## src/clm_pkg.sv

```systemverilog
package clm_pkg;

	// ---------------------------------------------------------------
	// Bank map
	// ---------------------------------------------------------------
	localparam int          NUM_CHAN           = 4;
	localparam int          BANKS_PER_CHAN     = 3;
	localparam int          NUM_CHAN_BANKS     = 12;
	localparam int          NUM_GLOBAL_BANKS   = 3;
	localparam logic [3:0]  BANK_GLOBAL_FIRST  = 4'hC;
	localparam logic [3:0]  BANK_LIVE_DYNAMIC  = 4'hE;
	localparam logic [3:0]  BANK_MASK          = 4'hF;
	localparam int          ROLE_RX_STATIC     = 0;
	localparam int          ROLE_TX_STATIC     = 1;
	localparam int          ROLE_DYNAMIC       = 2;

	// ---------------------------------------------------------------
	// Field layout
	// ---------------------------------------------------------------
	localparam int          BIT_BCAST_ENABLE   = 0;
	localparam int          BIT_FORCE_BCAST    = 0;
	localparam int          RFMODE_LSB         = 1;
	localparam int          RFMODE_WIDTH       = 2;
	localparam int          BIT_FRAMING_CHAR   = 3;
	localparam int          OFFSET_WIDTH       = 4;

	// ---------------------------------------------------------------
	// Reset values
	// ---------------------------------------------------------------
	localparam logic [7:0]  RST_MASK           = 8'hFF;
	localparam logic [7:0]  RST_RX_STATIC      = 8'h0D;
	localparam logic [7:0]  RST_TX_STATIC      = 8'h01;
	localparam logic [7:0]  RST_DYNAMIC        = 8'h01;
	localparam logic [7:0]  RST_GLOBAL         = 8'h00;

	// ---------------------------------------------------------------
	// Framer modes and timing
	// ---------------------------------------------------------------
	typedef enum logic [1:0] {
		CLM_RF_LOW_LATENCY = 2'h0,
		CLM_RF_ADJACENT4   = 2'h1,
		CLM_RF_PAIR_SPAN   = 2'h2,
		CLM_RF_TEST        = 2'h3
	} clm_rfmode_t;

	localparam int          CHAR_BITS          = 10;
	localparam int          SPAN_BITS          = 50;
	localparam logic [2:0]  SPAN_CHARS         = 3'(SPAN_BITS / CHAR_BITS);
	localparam logic [2:0]  ADJACENT_NEEDED    = 3'h4;
	localparam logic [2:0]  COUNT_ONE          = 3'h1;
	localparam logic [2:0]  COUNT_MAX          = 3'h7;

endpackage

```

## src/clm_framer_ctl.sv

```systemverilog
`timescale 1ns/1ns
module clm_framer_ctl (
	input  wire logic                                sys_clk,
	input  wire logic                                reset,
	input  wire logic [1:0]                          reframeModeSel,
	input  wire logic                                framingCharSel,
	input  wire logic                                charStrobe,
	input  wire logic                                k28Hit,
	input  wire logic                                commaHit,
	input  wire logic [clm_pkg::OFFSET_WIDTH-1:0]    hitOffset,
	output logic                                     realign,
	output logic [clm_pkg::OFFSET_WIDTH-1:0]         alignOffset,
	output logic                                     stretchClock
);

	// ---------------------------------------------------------------
	// Hit selection and run tracking
	// ---------------------------------------------------------------
	logic [clm_pkg::OFFSET_WIDTH-1:0] lastOffset;
	logic [2:0]                       runCount;
	logic [2:0]                       charsSince;
	logic                             havePending;

	wire clm_pkg::clm_rfmode_t mode     = clm_pkg::clm_rfmode_t'(reframeModeSel);
	wire hit         = framingCharSel ? k28Hit : commaHit;
	wire sameOffset  = hit && havePending && (hitOffset == lastOffset);
	wire [2:0] next_runCount = !hit ? 3'h0 :
		(sameOffset && runCount != 3'h0) ?
		((runCount == clm_pkg::COUNT_MAX) ? runCount : 3'(runCount + 3'h1)) :
		clm_pkg::COUNT_ONE;
	wire [2:0] next_charsSince = (charsSince == clm_pkg::COUNT_MAX) ?
		charsSince : 3'(charsSince + 3'h1);

	// Pair must fit inside one span: second hit fewer than SPAN_CHARS characters later
	wire pairFound   = sameOffset && (charsSince < clm_pkg::SPAN_CHARS);
	wire adjFound    = hit && (next_runCount == clm_pkg::ADJACENT_NEEDED);

	logic doAlign;
	always_comb begin
		unique case (mode)
			clm_pkg::CLM_RF_LOW_LATENCY: doAlign = hit;
			clm_pkg::CLM_RF_ADJACENT4:   doAlign = adjFound;
			clm_pkg::CLM_RF_PAIR_SPAN:   doAlign = pairFound;
			clm_pkg::CLM_RF_TEST:        doAlign = 1'b0;
		endcase
	end

	// ---------------------------------------------------------------
	// Registers
	// ---------------------------------------------------------------
	always_ff @(posedge sys_clk) begin
		if (reset) begin
			lastOffset  <= '0;
			runCount    <= 3'h0;
			charsSince  <= 3'h0;
			havePending <= 1'b0;
		end else if (charStrobe) begin
			runCount   <= next_runCount;
			charsSince <= hit ? clm_pkg::COUNT_ONE : next_charsSince;
			if (hit) begin
				lastOffset  <= hitOffset;
				havePending <= 1'b1;
			end
		end
	end

	always_ff @(posedge sys_clk) begin
		if (reset) begin
			realign      <= 1'b0;
			alignOffset  <= '0;
			stretchClock <= 1'b0;
		end else begin
			realign      <= charStrobe && doAlign;
			// Multi-byte modes keep the character clock phase
			stretchClock <= charStrobe && doAlign
				&& (mode == clm_pkg::CLM_RF_LOW_LATENCY);
			if (charStrobe && doAlign) begin
				alignOffset <= hitOffset;
			end
		end
	end

endmodule // clm_framer_ctl

```

## src/clm_config_latch.sv

```systemverilog
// Operation
// Strobe low latches data into addressed bank
// Banks 12-14 broadcast to every third bank
// Broadcast never alters channel enable bit zero
// Force bit updates targets despite enable bits
// Mask bank gates update bit by bit
// Mask bank resets to all ones
// Mask bank writes are never masked
// Force works whatever mask bit zero holds
// Three banks per channel: rx, tx, dynamic
// Held address 1110 gives live dynamic controls
// Reframe mode resets to paired-character framer
// Mode 00 reframes every hit, stretching clock
// Mode 01 needs four adjacent aligned hits
// Mode 10 needs two hits within 50 bits
// Multi-byte modes keep character clock phase
// Host must not program reframe mode 11
// Framing select one, reset one: K28.5
// Framing select zero: comma portion only
// Mask applies to direct and broadcast writes
`timescale 1ns/1ns
module clm_config_latch (
	input  wire logic          sys_clk,
	input  wire logic          reset,
	input  wire logic          latch_write_strobe_n,
	input  wire logic [3:0]    bankAddr,
	input  wire logic [7:0]    bankData,
	input  wire logic [3:0]    charStrobe,
	input  wire logic [3:0]    k28Hit,
	input  wire logic [3:0]    commaHit,
	input  wire logic [15:0]   hitOffset,
	output logic      [31:0]   rxStaticCfg,
	output logic      [31:0]   txStaticCfg,
	output logic      [31:0]   dynamicCfg,
	output logic      [23:0]   globalCfg,
	output logic      [7:0]    updateMask,
	output logic      [7:0]    reframeModeSel,
	output logic      [3:0]    framingCharSel,
	output logic      [3:0]    realign,
	output logic      [15:0]   alignOffset,
	output logic      [3:0]    stretchClock
);

	// ---------------------------------------------------------------
	// Write decode
	// ---------------------------------------------------------------
	logic [7:0] chanBank   [0:clm_pkg::NUM_CHAN_BANKS-1];
	logic [7:0] globalBank [0:clm_pkg::NUM_GLOBAL_BANKS-1];

	// A held strobe writes every cycle, so bank 14 tracks the data pins
	wire        writeActive  = !latch_write_strobe_n;
	wire        maskWrite    = writeActive && (bankAddr == clm_pkg::BANK_MASK);
	wire        globalWrite  = writeActive && (bankAddr >= clm_pkg::BANK_GLOBAL_FIRST)
		&& (bankAddr != clm_pkg::BANK_MASK);
	wire        forceBcast   = bankData[clm_pkg::BIT_FORCE_BCAST];
	wire [7:0]  maskedKeep   = ~updateMask;
	wire [7:0]  maskedTake   = bankData & updateMask;
	wire [7:0]  enableBitSel = 8'h01 << clm_pkg::BIT_BCAST_ENABLE;

	// ---------------------------------------------------------------
	// Channel banks
	// ---------------------------------------------------------------
	genvar gb;
	generate
		for (gb = 0; gb < clm_pkg::NUM_CHAN_BANKS; gb++) begin : g_chan_bank
			localparam int         ROLE       = gb % clm_pkg::BANKS_PER_CHAN;
			localparam int         CHAN       = gb / clm_pkg::BANKS_PER_CHAN;
			localparam logic [3:0] OWN_ADDR   = 4'(gb);
			localparam logic [3:0] BCAST_ADDR = 4'(clm_pkg::BANK_GLOBAL_FIRST + 4'(ROLE));
			localparam logic [7:0] RST_VALUE  =
				(ROLE == clm_pkg::ROLE_RX_STATIC) ? clm_pkg::RST_RX_STATIC :
				(ROLE == clm_pkg::ROLE_TX_STATIC) ? clm_pkg::RST_TX_STATIC :
				clm_pkg::RST_DYNAMIC;

			wire directHit = writeActive && (bankAddr == OWN_ADDR);
			wire bcastHit  = writeActive && (bankAddr == BCAST_ADDR)
				&& (chanBank[gb][clm_pkg::BIT_BCAST_ENABLE] || forceBcast);
			wire [7:0] merged = (chanBank[gb] & maskedKeep) | maskedTake;
			// Broadcast leaves the channel enable bit as it was
			wire [7:0] bcastValue = (merged & ~enableBitSel)
				| (chanBank[gb] & enableBitSel);
			wire [7:0] next_bank = directHit ? merged :
				bcastHit ? bcastValue : chanBank[gb];

			always_ff @(posedge sys_clk) begin
				if (reset) begin
					chanBank[gb] <= RST_VALUE;
				end else begin
					chanBank[gb] <= next_bank;
				end
			end

			if (ROLE == clm_pkg::ROLE_RX_STATIC) begin : g_rx
				assign rxStaticCfg[CHAN*8 +: 8] = chanBank[gb];
				assign reframeModeSel[CHAN*2 +: 2] =
					chanBank[gb][clm_pkg::RFMODE_LSB +: clm_pkg::RFMODE_WIDTH];
				assign framingCharSel[CHAN] = chanBank[gb][clm_pkg::BIT_FRAMING_CHAR];
			end else if (ROLE == clm_pkg::ROLE_TX_STATIC) begin : g_tx
				assign txStaticCfg[CHAN*8 +: 8] = chanBank[gb];
			end else begin : g_dyn
				assign dynamicCfg[CHAN*8 +: 8] = chanBank[gb];
			end
		end
	endgenerate

	// ---------------------------------------------------------------
	// Global banks
	// ---------------------------------------------------------------
	genvar gg;
	generate
		for (gg = 0; gg < clm_pkg::NUM_GLOBAL_BANKS; gg++) begin : g_global_bank
			localparam logic [3:0] OWN_ADDR = 4'(clm_pkg::BANK_GLOBAL_FIRST + 4'(gg));

			wire ownHit = globalWrite && (bankAddr == OWN_ADDR);
			// Force bit is stored unmasked so mask bit zero cannot block it
			wire [7:0] merged = (globalBank[gg] & maskedKeep) | maskedTake;
			wire [7:0] next_bank = !ownHit ? globalBank[gg] :
				((merged & ~enableBitSel) | (bankData & enableBitSel));

			always_ff @(posedge sys_clk) begin
				if (reset) begin
					globalBank[gg] <= clm_pkg::RST_GLOBAL;
				end else begin
					globalBank[gg] <= next_bank;
				end
			end

			assign globalCfg[gg*8 +: 8] = globalBank[gg];
		end
	endgenerate

	// ---------------------------------------------------------------
	// Mask bank
	// ---------------------------------------------------------------
	always_ff @(posedge sys_clk) begin
		if (reset) begin
			updateMask <= clm_pkg::RST_MASK;
		end else if (maskWrite) begin
			updateMask <= bankData;
		end
	end

	// ---------------------------------------------------------------
	// Per-channel framer control
	// ---------------------------------------------------------------
	genvar gc;
	generate
		for (gc = 0; gc < clm_pkg::NUM_CHAN; gc++) begin : g_framer
			clm_framer_ctl u_framer (
				.sys_clk        (sys_clk),
				.reset          (reset),
				.reframeModeSel (reframeModeSel[gc*2 +: 2]),
				.framingCharSel (framingCharSel[gc]),
				.charStrobe     (charStrobe[gc]),
				.k28Hit         (k28Hit[gc]),
				.commaHit       (commaHit[gc]),
				.hitOffset      (hitOffset[gc*4 +: 4]),
				.realign        (realign[gc]),
				.alignOffset    (alignOffset[gc*4 +: 4]),
				.stretchClock   (stretchClock[gc])
			);
		end
	endgenerate

endmodule // clm_config_latch

```

## config.mk

```make
export PLATFORM = sky130hd
export DESIGN_NAME = clm_config_latch
export DESIGN_NICKNAME = d
export VERILOG_FILES = /design/src/clm_pkg.sv /design/src/clm_framer_ctl.sv /design/src/clm_config_latch.sv
export SDC_FILE = /design/constraint.sdc
export NUM_CORES = 1
export LEC_CHECK = 0
export BUFFER_PORTS_ARGS = -buffer_cell sky130_fd_sc_hd__buf_2
export CORE_MARGIN = 2
export CORE_UTILIZATION = 50
export CTS_CLUSTER_DIAMETER = 120
export DETAILED_ROUTE_END_ITERATION = 16
export GPL_TIMING_DRIVEN = 0
export HOLD_SLACK_MARGIN = 0.03
export PLACE_DENSITY = 0.84
export SYNTH_ARGS = -nofsm -noshare
export SYNTH_HDL_FRONTEND = slang
export SYNTH_SLANG_ARGS = --single-unit
```

## constraint.sdc

```tcl
create_clock -name sys_clk -period 3.15 [get_ports sys_clk]
set_clock_uncertainty 0.15 [all_clocks]
set_input_delay 0.315 -clock sys_clk [delete_from_list [all_inputs] [get_ports sys_clk]]
set_output_delay 0.315 -clock sys_clk [all_outputs]
set_load 0.02 [all_outputs]
```

# Yosys cells after proc, flatten, opt, wreduce, memory -nomap -nowiden
# Memory sizes are Yosys's and may differ from the RTL's.
# Cells that the tools add are included.
# totals
reg_bits	76
latch_bits	0
mem_bits_rw	120
rom_bits	0
inputBits	43
output_inout_bits	164
mem_count	2
# mem_list
memory	depth	width	read_ports	rd_clocked_by_memory_dff	write_ports	line_no	source
chanBank	12	8	12	0	12	clm_config_latch.sv:47	logic [7:0] chanBank [0:clm_pkg::NUM_CHAN_BANKS-1];
globalBank	3	8	3	0	3	clm_config_latch.sv:48	logic [7:0] globalBank [0:clm_pkg::NUM_GLOBAL_BANKS-1];
# classes
addsub	8
multipliers	0
div_mod_pow	0
magnitude_cmp	5
eq_ne	48
shift	0
muxes	73
bitwise_logic	62
n_reduce_logical	91
# op_table
op	count
$mux W8	42
$and A8 B8 Y8	16
$or A8 B1 Y8	15
$or A8 B8 Y8	15
$logic_and A1 B1 Y1	61
$mux W3	20
$eq A3 B3 Y1 const B	12
$eq A4 B4 Y1 const B	8
$add A3 B1 Y3 const B	8
$eq A2 B2 Y1 const B	8
$eq A4 B3 Y1 const B	4
$eq A4 B4 Y1	4
$pmux W1 S4	4
$reduce_and A2 Y1	8
$or A1 B1 Y1	15
$logic_or A1 B1 Y1	12
$lt A3 B3 Y1 const B	4
$reduce_bool A3 Y1	4
$eq A2 B1 Y1 const B	4
$eq A4 B2 Y1 const B	2
$logic_not A2 Y1	4
$ne A2 B1 Y1 const B	4
$not A8 Y8	1
$mux W1	7
other kinds (5)	5

# Logic depth before layout (Yosys ltp)
# An unclocked memory read counts as a cell.
# depth
ltp_word	12
mapped_depth	8

# Modules after synthesis
# From an unflattened synthesis, not the netlist that was laid out.
# hier_totals
hier_cells	1004
area_unflattened_um2	9093.7
# by_module_without_submodules
mod	n_inst	cells_each	area_per_inst_um2	seq_area_each_um2
clm_config_latch	1	640	5760.5	2562.5
clm_framer_ctl	4	91	833.3	340.3

# Worst setup path after synthesis
# No wires, ideal clock.
# synth_timing
path_type	register to register
startpoint	register g_framer[2].u_framer.runCount[0]
endpoint	register g_framer[2].u_framer.alignOffset[0] (netlist bit)
t_arrival_ps	1805
required_ps	2882
setup_slack_ps	1077
stages_incl_launch_ff	8
path_buffers	1
synth_period_minus_slack_ps	2073
path_cell_list	dfxtp_1 inv_1 ha_1 o32a_1 o41a_1 o32a_1 buf_6 mux2i_1
# synth_via
elab_chain_len	8
# synth_rtl
item	line_no	source
from (decl)	clm_framer_ctl.sv:20	logic [2:0] runCount;
from (signal assigned)	clm_framer_ctl.sv:58	runCount <= next_runCount;
$add A3 B1 Y3, or another cell as far along	clm_framer_ctl.sv:29	((runCount == clm_pkg::COUNT_MAX) ? runCount : 3'(runCount + 3'h1)) :
$mux W3 / $logic_and A1 B1 Y1 (equally long branches)	clm_framer_ctl.sv:29, clm_framer_ctl.sv:28	
$mux W3 *	clm_framer_ctl.sv:28	(sameOffset && runCount != 3'h0) ?
$mux W3 *	clm_framer_ctl.sv:27	wire [2:0] next_runCount = !hit ? 3'h0 :
$eq A3 B3 Y1 *	clm_framer_ctl.sv:36	wire adjFound = hit && (next_runCount == clm_pkg::ADJACENT_NEEDED);
$logic_and A1 B1 Y1 *	clm_framer_ctl.sv:36	
$pmux W1 S4 *	clm_framer_ctl.sv:40	unique case (mode)
$logic_and A1 B1 Y1 *	clm_framer_ctl.sv:77	if (charStrobe && doAlign) begin
to (signal assigned)	clm_framer_ctl.sv:78	alignOffset <= hitOffset;
to (decl)	clm_framer_ctl.sv:12	output logic [clm_pkg::OFFSET_WIDTH-1:0] alignOffset,
# Mark *: on every way between the ends. The rest lies on a longest branch, timed or not.
# A chain may end at the register's enable or synchronous reset.

==> reports/qor.yml <==
status: "complete, no violations"
fin_ws_ps: 908
yosys_warnings: 0
worst_pin_slew_ps: 905
p_total_w: 0.00525
synth_nets: 1187
drive_above_1_share_pct: 21.7
die-height_um: 138
powerDensity_mw_per_mm2: 480
hold_class: "input port to flip-flop"
clock-sinks: 196
syn_inst: 1128
reg2regPathDepth: 6
rows: 48
n_antenna_cell: 0
slowest_stage: "dfxtp_1"
reg2reg_to: "g_framer[3].u_framer.alignOffset[0]"
cts_tree: "built"
grt_max_degree: 19
dieArea_sq_mm: 0.0190
path_common_cell: "mux2i_1"
first_pass_iters: 6
slew_headroom_pct: 39.6
clock.fmax_mhz: 446
crit_arrival_ps: 2460
hold_viol: 0
floorplan.initialDensity_pct: 51.4
grt_pass1_wl_mm: 42.3
period_minus_slack_ps: 2240
cts-root-buf: "clkbuf_16"
finalWirelength_mm: 27.9
ys_types: 59
yosysSeqAreaShare_pct: 43.8
drtIter0Drc: 909
postRouteAntennaNets: 0
synth-edff-count: 0
routed.top_layer: "met4"
finalSetupTns_ps: 0
route.detailed.drc: 0
avgSynthCellArea_sq_um: 7.94
path_cells: "mux2i_1, nor4_1, and3_1, clkbuf_1, a21oi_2, mux2i_1"
setup_violations: 0
path_delay_family: "multiplexers"
grt_pass1_vias: 8389
rsz0062_at_grt: "false"
fp.coreArea_sq_mm: 0.0174
cts_buffer_depth: 2
path_buf_inv: 1
detail_route.wl_per_cell_um: 17.5
syn2layout_area_growth_pct: 22.1
critPathMaxFanout: 5
post-cts-setup-buffers: 0
hold-path-endpoint: "chanBank[0][24]"
min-delay-start: "bankAddr[0]"
die_x_um: 138
post-place-ws_ps: 695
cp-end-kind: "flip-flop"
async_reset_ff_share_pct: 0
grt_overflow_total: 0
antenna_found_initial: 0
maxCapViolations: 0
regToRegSetupSlack_ps: 910
hpwl_mm: 20.3
ios: 207
vias_per_cell: 5.71
p_leak_nw: 4.51
syn-cell-area_sq_mm: 0.00896
period_share_pct: 71.2
vias: 9111
clkTransAtPathRegs_ps: 70
ys_seq_elements: 196
fin_nets: 1417
wl_met3_mm: 2.80
htree_levels: 4
slew_violations: 0
cp.required_ps: 3370
place_area_sq_mm: 0.0102
track_usage_pct: 28.8
cts_made_buffers: 17
place.gp.congestion: 0.941
drt-met1-wl_mm: 11.1
dr_wl_met2_mm: 13.3
fillers: 1508
fin_area_sq_mm: 0.0109
io_buffers: 194
clkLatencyLatePin_ps: 450
hold_depth: 3
critPathKind: "flip-flop to flip-flop"
vdd_drop_max_mv: 0.456
cpPeakStageDelay_ps: 560
cp-start-kind: "flip-flop"
synth_flop_cell: "dfxtp_1"
## worst register-to-register path, delay by kind of cell, from the launching register on
kind                   cells  cell delay, ps
AND/OR/NAND/NOR            2             280
buffers and inverters      1             150
flip-flops                 1             560
AO/OA/AOI/OAI              1             390
multiplexers               2             630
## synthesized netlist by cell type (13+ instances only)
| cell | n | area (sq um) |
|---|---|---|
| mux2i_1 | 33 | 330 |
| nand2_1 | 262 | 983 |
| buf_2 | 18 | 90.1 |
| dfxtp_1 | 196 | 3920 |
| ha_1 | 16 | 200 |
| clkbuf_1 | 59 | 221 |
| o21ai_0 | 28 | 140 |
| inv_1 | 27 | 101 |
| buf_4 | 26 | 195 |
| nand3_1 | 135 | 676 |
| nor2_1 | 50 | 188 |
| a21oi_1 | 118 | 591 |
| xnor2_1 | 14 | 123 |
| buf_1 | 13 | 48.8 |
## layout by cell type, fill, tap and decap left out, types with 4 or more instances in the layout
cell and instances:
nand2_1 262, nor3b_1 4, a21oi_1 118, mux2_2 5
dlygate4sd3_1 17, nand4b_1 4, xor2_1 6, or2_2 5
nor4_1 5, o32a_1 5, dfxtp_1 196, a22oi_1 8
mux2i_1 33, buf_2 212, a211oi_1 9, ha_1 16
o32ai_2 8, buf_4 26, clkbuf_1 60, xnor2_1 14
o21ai_0 28, nor3_1 4, o311ai_0 10, nand3_1 135
inv_1 27, o211ai_1 4, nor2b_1 4, o32ai_1 4
clkbuf_16 17, nand2b_1 9, nor2_1 50, inv_6 5
buf_1 13
## repair_timing
item	in CTS	in global routing
hold buffers	17	0
hold endpoints to repair	33	0
resized for setup	0	0
## area by class of cell
cell class	instances	area (sq um)	share of cell area [%]
inverters	28	105	0.961
repair buffers	211	1140	10.4
multi-input cells	787	4360	39.9
well taps	225	282	2.58
flip-flops and latches	196	3920	35.9
clock buffers	19	443	4.05
plain buffers	117	567	5.18
clock inverters	13	110	1.01
## power breakdown
part           switching, W  total (W)  internal [W]
registers         0.0000551    0.00259       0.00254
clock network       0.00103    0.00208       0.00106
logic              0.000375   0.000573      0.000198
total               0.00146    0.00525       0.00379
## cells by family after synthesis
family                     count (synthesis)  synth area share (%)
adders and majority gates                 16                  2.24
and+or+nand+nor                          499                  24.7
AOI/OAI and AO/OA                        214                  15.5
DFF                                      196                  43.8
xor gates and xnor gates                  20                  1.96
buffers and inverters                    145                  7.50
muxes                                     38                  4.32
## worst max path at each step
| stage | depth (start not counted) | endpoint |
|---|---|---|
| floorplan | 7 | g_framer[2].u_framer.alignOffset[0] |
| global placement | 8 | flip-flop |
| detailed placement | 8 | flip-flop |
| CTS | 6 | g_framer[3].u_framer.alignOffset[0] |
| global route | 6 | g_framer[3].u_framer.alignOffset[1] |
| finish | 6 | g_framer[3].u_framer.alignOffset[0] |
## through the flow
stage          std cells  hold WS, ps  util (%)
2_1_floorplan       1128          262         -
5_1_grt             1596         69.0      62.8
4_1_cts             1596         60.0      62.8
6_report            1596         66.1      62.8
3_3_place_gp        1547          287      58.6
3_5_place_dp        1547          294      58.6
## metal layers
metal	track usage, %	vias to the layer above
li1	-	4297
met4	12.4	0
met5	0	-
met3	5.67	65
met2	47.9	528
met1	36.5	4221
No activity file was read; power rests on OpenSTA's default activity.
